`config.mk`:
```
export PLATFORM = sky130hd
export DESIGN_NAME = ecl_loader
export DESIGN_NICKNAME = d
export VERILOG_FILES = /design/src/ecl_pkg.sv /design/src/ecl_loader.sv
export SDC_FILE = /design/constraint.sdc
export NUM_CORES = 1
export LEC_CHECK = 0
export ABC_CLOCK_PERIOD_IN_PS = 11160
export BUFFER_PORTS_ARGS = -buffer_cell sky130_fd_sc_hd__buf_2
export CAP_MARGIN = 40
export CORE_ASPECT_RATIO = 0.6
export CORE_MARGIN = 2
export CORE_UTILIZATION = 40
export DETAILED_ROUTE_END_ITERATION = 8
export PLACE_DENSITY = 0.62
export SLEW_MARGIN = 40
export SYNTH_ARGS = -nofsm -noshare
export SYNTH_HDL_FRONTEND = slang
export SYNTH_SLANG_ARGS = --single-unit
```
`constraint.sdc`:
```
create_clock -name core_clk -period 11.16 [get_ports core_clk]
set_clock_uncertainty 0.05 [all_clocks]
set_input_delay 2.232 -clock core_clk [delete_from_list [all_inputs] [get_ports core_clk]]
set_output_delay 2.232 -clock core_clk [all_outputs]
set_load 0.02 [all_outputs]
```
`src/ecl_pkg.sv`:
```
// constants and state types of the port configuration loader
// assumes: word addresses are byte addresses of the memory map, words are even aligned
package ecl_pkg;

   localparam int PORTS = 4;

   // memory map bases, each group steps two bytes per port
   localparam logic [7:0] MAP_PM_BASE      = 8'h80;
   localparam logic [7:0] MAP_ACK_BASE     = 8'h88;
   localparam logic [7:0] MAP_SLOT_LO_BASE = 8'h90;
   localparam logic [7:0] MAP_SLOT_HI_BASE = 8'h98;
   localparam logic [7:0] MAP_VC_BASE      = 8'ha0;

   // fields inside the power management, ack latency and vc parameter words
   localparam int PM_D3L1_LSB   = 0;
   localparam int PM_L1DLY_LSB  = 2;
   localparam int PM_L0S_LSB    = 4;
   localparam int PM_RXPOL_BIT  = 6;
   localparam int PM_VGA_BIT    = 7;
   localparam int PM_VEND_LSB   = 8;
   localparam int ACK_W         = 15;
   localparam int VC1_SLOT_W    = 7;
   localparam int TC_MAP_LSB    = 8;

   // configuration offsets and positions inside them
   localparam logic [11:0] CFG_LINK_CTL  = 12'h070;
   localparam logic [11:0] CFG_PM_CTL    = 12'h074;
   localparam logic [11:0] CFG_VEND_CTL  = 12'h088;
   localparam logic [11:0] CFG_SLOT_CAP  = 12'h0d4;
   localparam logic [11:0] CFG_VC1_RES   = 12'h15c;
   localparam logic [11:0] CFG_VC1_MAP   = 12'h160;
   localparam int CFG_PM_LSB     = 8;
   localparam int CFG_VGA_BIT    = 31;
   localparam int CFG_ACK_LSB    = 16;
   localparam int CFG_VEND_LSB   = 24;
   localparam int CFG_VC1_LSB    = 16;
   localparam int CFG_TC_LSB     = 0;

   // loader control and status word, reached at this offset of any port
   localparam logic [11:0] CFG_LOADER    = 12'hffc;
   localparam int CTL_RESTART_BIT = 0;
   localparam int STS_READY_BIT   = 0;
   localparam int STS_COUNT_LSB   = 8;

   // reset images of the map words
   localparam logic [15:0] PM_WORD_DEF_P0 = 16'h73a1;
   localparam logic [15:0] PM_WORD_DEF    = 16'h33a1;
   localparam logic [15:0] ACK_WORD_DEF   = 16'h0000;
   localparam logic [15:0] SLOT_LO_DEF    = 16'h0000;
   localparam logic [15:0] SLOT_HI_DEF_P1 = 16'h0008;
   localparam logic [15:0] SLOT_HI_DEF_P2 = 16'h0010;
   localparam logic [15:0] SLOT_HI_DEF_P3 = 16'h0018;
   localparam logic [15:0] VC_WORD_DEF    = 16'h0000;

   typedef enum logic [1:0] {
      ECL_LOADING = 2'b01,
      ECL_READY   = 2'b10
   } ecl_phase_t;

   typedef struct packed {
      ecl_phase_t       phase;
      logic [3:0][6:0]  pm_ctl;
      logic [3:0]       vga_en;
      logic [3:0][7:0]  vend_hi;
      logic [3:0][14:0] ack_lat;
      logic [3:0][31:0] slot_cap;
      logic [3:0][6:0]  vc1_slots;
      logic [3:0][7:0]  tc_map;
      logic [7:0]       word_count;
      logic [31:0]      rdata;
   } ecl_state_t;

endpackage

```
`src/ecl_loader.sv`:
```
// port configuration loader: copies memory image words into per-port config fields
// assumes: the memory reader runs on core_clk and presents one word per valid pulse,
// and pulses load_end with its last word (alone when no valid image exists)
//
// Functional notes
// - fill read-only config fields from memory words
// - port 3 word 86h bits 5:0 to 74h[13:8]
// - pm word: d3-l1, l1 delay, l0s fields
// - pm bit 6 to 74h bit 14
// - pm bit 7 to 70h bit 31
// - pm bits 15:8 to 88h bits 31:24
// - words 88h-8eh bits 14:0 to 70h[30:16]
// - words 92h-96h to d4h low half
// - words 9ah-9eh to d4h high half
// - slot high defaults 0008h, 0010h, 0018h
// - words a0h-a6h bits 6:0 to 15ch[22:16]
// - vc word bits 15:8 to 160h[7:0]
//
// Decided for this implementation: the plain strobed port and the address map.
`timescale 1ns/100ps
`default_nettype none

module ecl_loader (
   input  wire logic        core_clk,
   input  wire logic        rst,
   input  wire logic        word_valid,
   input  wire logic [7:0]  word_addr,
   input  wire logic [15:0] word_data,
   input  wire logic        load_end,
   input  wire logic [13:0] reg_addr,
   input  wire logic [31:0] reg_wdata,
   input  wire logic        reg_wr,
   input  wire logic        reg_rd,
   output logic [31:0]      reg_rdata,
   output logic             load_ready,
   output logic [3:0][6:0]  pm_ctl,
   output logic [3:0]       vga_en,
   output logic [3:0][7:0]  phy_vendor_control_five_hi,
   output logic [3:0][14:0] ack_lat,
   output logic [3:0][31:0] slot_cap,
   output logic [3:0][6:0]  vc1_slots,
   output logic [3:0][7:0]  tc_map
);

   ecl_pkg::ecl_state_t s;
   ecl_pkg::ecl_state_t next_s;

   // reset image built from constants only, so it is safe under async reset
   function automatic ecl_pkg::ecl_state_t reset_image();
      ecl_pkg::ecl_state_t r;
      logic [15:0]         pw;
      r = '0;
      r.phase = ecl_pkg::ECL_LOADING;
      for (int p = 0; p < ecl_pkg::PORTS; p++) begin
         pw = (p == 0) ? ecl_pkg::PM_WORD_DEF_P0 : ecl_pkg::PM_WORD_DEF;
         r.pm_ctl[p]    = pw[ecl_pkg::PM_RXPOL_BIT:ecl_pkg::PM_D3L1_LSB];
         r.vga_en[p]    = pw[ecl_pkg::PM_VGA_BIT];
         r.vend_hi[p]   = pw[15:ecl_pkg::PM_VEND_LSB];
         r.ack_lat[p]   = ecl_pkg::ACK_WORD_DEF[ecl_pkg::ACK_W-1:0];
         r.vc1_slots[p] = ecl_pkg::VC_WORD_DEF[ecl_pkg::VC1_SLOT_W-1:0];
         r.tc_map[p]    = ecl_pkg::VC_WORD_DEF[15:ecl_pkg::TC_MAP_LSB];
      end
      // port 0 has no slot words; others get distinct slot numbers
      r.slot_cap[1] = {ecl_pkg::SLOT_HI_DEF_P1, ecl_pkg::SLOT_LO_DEF};
      r.slot_cap[2] = {ecl_pkg::SLOT_HI_DEF_P2, ecl_pkg::SLOT_LO_DEF};
      r.slot_cap[3] = {ecl_pkg::SLOT_HI_DEF_P3, ecl_pkg::SLOT_LO_DEF};
      return r;
   endfunction

   // true when a map address falls in the group starting at base
   function automatic logic in_group(input logic [7:0] a, input logic [7:0] base);
      return (a[7:3] == base[7:3]) && !a[0];
   endfunction

   // one memory word lands in the fields it feeds
   function automatic ecl_pkg::ecl_state_t apply_word(
      input ecl_pkg::ecl_state_t st,
      input logic [7:0]          a,
      input logic [15:0]         d
   );
      ecl_pkg::ecl_state_t r;
      logic [1:0]          p;
      r = st;
      p = a[2:1];
      if (in_group(a, ecl_pkg::MAP_PM_BASE)) begin
         // d3-l1, l1 delay and l0s fields, then rx polarity disable
         r.pm_ctl[p][1:0] = d[ecl_pkg::PM_D3L1_LSB +: 2];
         r.pm_ctl[p][3:2] = d[ecl_pkg::PM_L1DLY_LSB +: 2];
         r.pm_ctl[p][5:4] = d[ecl_pkg::PM_L0S_LSB +: 2];
         r.pm_ctl[p][6]   = d[ecl_pkg::PM_RXPOL_BIT];
         r.vga_en[p]      = d[ecl_pkg::PM_VGA_BIT];
         r.vend_hi[p]     = d[15:ecl_pkg::PM_VEND_LSB];
      end else if (in_group(a, ecl_pkg::MAP_ACK_BASE)) begin
         r.ack_lat[p] = d[ecl_pkg::ACK_W-1:0];
      end else if (in_group(a, ecl_pkg::MAP_SLOT_LO_BASE)) begin
         // word 90h has no port behind it and is dropped
         if (p != 2'd0) begin
            r.slot_cap[p][15:0] = d;
         end
      end else if (in_group(a, ecl_pkg::MAP_SLOT_HI_BASE)) begin
         if (p != 2'd0) begin
            r.slot_cap[p][31:16] = d;
         end
      end else if (in_group(a, ecl_pkg::MAP_VC_BASE)) begin
         r.vc1_slots[p] = d[ecl_pkg::VC1_SLOT_W-1:0];
         r.tc_map[p]    = d[15:ecl_pkg::TC_MAP_LSB];
      end
      return r;
   endfunction

   // read image of one config offset of one port
   function automatic logic [31:0] read_image(
      input ecl_pkg::ecl_state_t st,
      input logic [13:0]         a
   );
      logic [31:0] v;
      logic [1:0]  p;
      v = '0;
      p = a[13:12];
      case (a[11:0])
         ecl_pkg::CFG_LINK_CTL: begin
            v[ecl_pkg::CFG_VGA_BIT] = st.vga_en[p];
            v[ecl_pkg::CFG_ACK_LSB +: ecl_pkg::ACK_W] = st.ack_lat[p];
         end
         ecl_pkg::CFG_PM_CTL: begin
            v[ecl_pkg::CFG_PM_LSB +: 7] = st.pm_ctl[p];
         end
         ecl_pkg::CFG_VEND_CTL: begin
            v[ecl_pkg::CFG_VEND_LSB +: 8] = st.vend_hi[p];
         end
         ecl_pkg::CFG_SLOT_CAP: begin
            v = st.slot_cap[p];
         end
         ecl_pkg::CFG_VC1_RES: begin
            v[ecl_pkg::CFG_VC1_LSB +: ecl_pkg::VC1_SLOT_W] = st.vc1_slots[p];
         end
         ecl_pkg::CFG_VC1_MAP: begin
            v[ecl_pkg::CFG_TC_LSB +: 8] = st.tc_map[p];
         end
         default: begin
            v = '0;
         end
      endcase
      return v;
   endfunction

   always_comb begin
      next_s = s;
      next_s.rdata = '0;

      // restart puts defaults back and reopens the load window
      if (reg_wr && reg_addr[11:0] == ecl_pkg::CFG_LOADER
          && reg_wdata[ecl_pkg::CTL_RESTART_BIT]) begin
         next_s = reset_image();
      end

      case (next_s.phase)
         ecl_pkg::ECL_LOADING: begin
            if (word_valid) begin
               next_s = apply_word(next_s, word_addr, word_data);
               if (next_s.word_count != 8'hff) begin
                  next_s.word_count = next_s.word_count + 8'h01;
               end
            end
            // missing image: no words came, defaults stay
            if (load_end) begin
               next_s.phase = ecl_pkg::ECL_READY;
            end
         end
         ecl_pkg::ECL_READY: begin
            // late words are ignored so fields stay stable once visible
            next_s.phase = ecl_pkg::ECL_READY;
         end
         default: begin
            next_s.phase = ecl_pkg::ECL_LOADING;
         end
      endcase

      if (reg_rd) begin
         if (reg_addr[11:0] == ecl_pkg::CFG_LOADER) begin
            next_s.rdata[ecl_pkg::STS_READY_BIT] = (s.phase == ecl_pkg::ECL_READY);
            next_s.rdata[ecl_pkg::STS_COUNT_LSB +: 8] = s.word_count;
         end else if (s.phase == ecl_pkg::ECL_READY) begin
            next_s.rdata = read_image(s, reg_addr);
         end
      end
   end

   always_ff @(posedge core_clk or posedge rst) begin
      if (rst) begin
         s <= reset_image();
      end else begin
         s <= next_s;
      end
   end

   assign reg_rdata                  = s.rdata;
   assign load_ready                 = (s.phase == ecl_pkg::ECL_READY);
   assign pm_ctl                     = s.pm_ctl;
   assign vga_en                     = s.vga_en;
   assign phy_vendor_control_five_hi = s.vend_hi;
   assign ack_lat                    = s.ack_lat;
   assign slot_cap                   = s.slot_cap;
   assign vc1_slots                  = s.vc1_slots;
   assign tc_map                     = s.tc_map;

endmodule

`default_nettype wire

```
Word-level counts from Yosys, hierarchy flattened --
Cells that the tools add are included.
Storage, ports and cells: bits of input ports 76, output and inout port bits 345, logic and storage cells 132, register bits after elaboration 354
Cells by class: reduce and logical (&&, ||, !) cells 10, $add $sub $neg 1, multiplexer cells 74, magnitude comparators 3, equality and inequality tests 16
Operator list (count):
- $mux W352 | 2
- $mux W128 | 4
- $mux W354 | 1
- $bwmux W128 | 2
- $mux W248 | 1
- $mux W60 | 4
- $mux W188 | 1
- $bwmux W28 | 5
- $demux W32 S2 | 2
- $mux W32 | 4
- $demux W7 S2 | 5
- $bmux W32 S2 | 1
- $bwmux W32 | 2
- $mux W64 | 1
- $bwmux W60 | 1
- $mux W8 | 5
- $mux W7 | 5
- $bmux W8 S2 | 2
- $mux W16 | 2
- $bmux W15 S2 | 1
- $demux W15 S2 | 1
- $mux W15 | 2
- $bmux W7 S2 | 2
- $eq A5 B5 Y1 const B | 5
- 27 further kinds | 43

Logic depth before layout (Yosys ltp) --
depth after elaboration 15, gate-level depth with buffers 12

Worst setup path before layout --
No wires, ideal clock.
kind input to register, start point in reg_addr[1], end point reg s (netlist bit slot_cap[102]), setup slack 5.626 ns, data arrival time 5.363 ns, required time 10.989 ns, library setup time 0.121 ns, buffers on the path 4, cell stages on the path 12, cells stage by stage or3b_1 -> buf_2 -> or4_1 -> clkbuf_1 -> nand2_1 -> ha_1 -> nand3b_1 -> buf_2 -> nor4_2 -> a21oi_1 -> buf_2 -> a22o_1
RTL lines:
- start: declaration | line ecl_loader.sv:30 | input wire logic [13:0] reg_addr,
- end signal: assignment | line ecl_loader.sv:191 | s <= reset_image();
- end signal: assignment | line ecl_loader.sv:193 | s <= next_s;
- end: declaration | line ecl_loader.sv:45 | ecl_pkg::ecl_state_t s;

==> impl_metrics.tcl <==
set metrics [dict create \
    grt_usage 0.265 \
    worstPathMaxFanout 33 \
    cp-start-kind "input pin" \
    num_rows 60 \
    grt_max_degree 91 \
    synth_nets 1559 \
    synth_edf_count 0 \
    hold_viol 0 \
    yosysWarnings 0 \
    die_area_um2 46900 \
    r2r_setup_slack_ns 8.14 \
    rsz0062_at_grt "no" \
    worstSetupPathType "in2reg" \
    dr.pass1.iters 5 \
    final_layout_size_suffix_gt1_frac 0.420 \
    drv_slew 0 \
    cts_tree "yes" \
    seq_area_frac_synth 0.493 \
    final_net_count 1577 \
    crit_path_frequent_cell "buf_4" \
    p_total_mw 3.13 \
    min_period_over_period 0.573 \
    path_delay_family "simple AND/OR/NAND/NOR gates" \
    die_h_um 169 \
    portBuffers 389 \
    syn_area_um2 18100 \
    max_stage_delay_ns 1.11 \
    synthCells 1480 \
    die_w_um 278 \
    maxCapViolations 0 \
    holdCritPathClass "reg2reg" \
    routedWlPerCell_um 29.8 \
    cts_resized 0 \
    synth_seq_cells 354 \
    crit_slowest_cell "or4_2" \
    htreeDepth 2 \
    vias 12600 \
    slew-limit-headroom 0.396 \
    rr_startpoint "s[352]" \
    fin_hold_ws_ns 0.461 \
    placed_cell_area_um2 18300 \
    power.density_nw_per_um2 160 \
    status "completed" \
    postSynthAreaPerCell_um2 12.2 \
    coreArea_um2 44700 \
    setup_violations 0 \
    worst_pin_slew_ns 0.905 \
    cts_max_path_buffers 3 \
    grt_pass1_wl_um 90800 \
    cp-end-kind "flip-flop" \
    synthFlopType "dfrtp_1" \
    numClockSinks 354 \
    cp.arrival_ns 6.76 \
    postCtsHoldBufs 0 \
    cts_setup_buffers 0 \
    gp_congestion 0.870 \
    place_ws_ns 4.25 \
    async_flop_share 1.00 \
    cp.required_ns 11.53 \
    area_growth_pct 8.21 \
    ir_drop_uv 94.7 \
    fin_ws_ns 4.77 \
    path_depth 11 \
    mostFrequentLayoutCell "buf_2" \
    endpoint "slot_cap[119]" \
    num_io_pins 421 \
    r2r-end "slot_cap[119]" \
    drt_wl_total_um 63100 \
    cts.clk_slew.worst_paths_ns 0.06 \
    leakagePower_nw 9.79 \
    dp_cells 2048 \
    viasPerCell 5.94 \
    max_freq_ghz 0.156 \
    num-fill-cells 4104 \
    worstPathCellList "buf_2, or3b_1, or4_2, buf_4, nand2b_1, ha_1, nand3b_1, buf_4, or2_2, o32a_1, a22o_1" \
    grt_pass1_vias 12500 \
    insertion_delay_ns 0.54 \
    final_cell_mix "buf_2 (387), dfrtp_1 (320), a22o_1 (230)" \
    synthDistinctLibCells 59 \
    root_buffer "clkbuf_16" \
    period_minus_slack_ns 6.39 \
    fin_cells 2118 \
    antenna_found_initial 10 \
    initial_core_util 0.404 \
    crit_buf_inv 3 \
    r2r_cells 7 \
    detail-route-antenna-nets 0 \
    fin_area_um2 19500 \
    grt-ovfl-total 0 \
    drtIter0Drc 1117 \
    setup.worst_path.start "reg_addr[1]" \
    cts_made_buffers 37 \
    drc_errors 0 \
    final_util 0.437 \
    fin_tns_setup_ns 0 \
    hpwlAfterDp_um 44200 \
]
[cell type report]
cell class                 instances  area [um2]  area share
clock buffer                      53        1080      0.0551
multi-input combinational        669        6270       0.321
antenna                            5        12.5    0.000640
inverter                           5        22.5     0.00115
clock inverter                    12         171     0.00877
timing repair buffer             431        2340       0.120
sequential                       354        8900       0.456
tap                              589         737      0.0377
[Yosys cell counts, drive strengths merged (6+ instances only)]
library cell | number | area share
a21oi | 40 | 0.012
a22o | 230 | 0.11
a22oi | 23 | 0.0096
and2 | 37 | 0.013
buf | 384 | 0.15
clkbuf | 68 | 0.014
dfrtp | 320 | 0.44
dfstp | 34 | 0.049
mux4 | 78 | 0.097
nand2 | 64 | 0.013
nand2b | 20 | 0.0069
nand3 | 22 | 0.0061
nor2 | 15 | 0.0031
nor3 | 9 | 0.0030
nor4 | 19 | 0.013
o21ai | 12 | 0.0037
o22a | 29 | 0.014
o2bb2ai | 7 | 0.0034
or3 | 6 | 0.0021
or4 | 8 | 0.0033
[report_power, final]
| group | switching, mW | total [mW] | internal (mW) |
|---|---|---|---|
| sequential | 0.0676 | 1.43 | 1.36 |
| combinational | 0.256 | 0.401 | 0.145 |
| clock | 0.534 | 1.30 | 0.765 |
[flip-flops by register name (all words and copies together), names as in the netlist, 10 cells and up]
name,flops
s,10
ack_lat,60
vc1_slots,28
reg_rdata,32
slot_cap,128
pm_ctl,28
tc_map,32
phy_vendor_control_five_hi,32
[routing by layer]
| layer | up-vias | routed length, um | track usage |
|---|---|---|---|
| met5 | - | 46 | 0 |
| met4 | 8 | 2010 | 0.0877 |
| met3 | 100 | 4900 | 0.0629 |
| met2 | 590 | 27900 | 0.391 |
| met1 | 6730 | 28200 | 0.383 |
| li1 | 5157 | - | - |
[how the worst min path moves through the flow]
stage | startpoint | endpoint | slack [ns] | cells past startpoint
finish | slot_cap[4] | slot_cap[4] | 0.46 | 1
global route | slot_cap[24] | slot_cap[24] | 0.48 | 1
CTS | slot_cap[30] | slot_cap[30] | 0.46 | 1
detailed placement | slot_cap[6] | slot_cap[6] | 0.44 | 1
global placement | slot_cap[24] | slot_cap[24] | 0.44 | 1
floorplan | slot_cap[0] | slot_cap[0] | 0.42 | 1
[cell families after synthesis]
family,Yosys count,share of synthesized area
muxes,80,0.0984
DFF,354,0.493
AOI/OAI and AO/OA,357,0.161
adders and majority gates,3,0.00208
buffers and inverters,457,0.169
xor gates and xnor gates,1,0.000485
and+or+nand+nor,228,0.0755
Power figures use the tool's default switching activity.
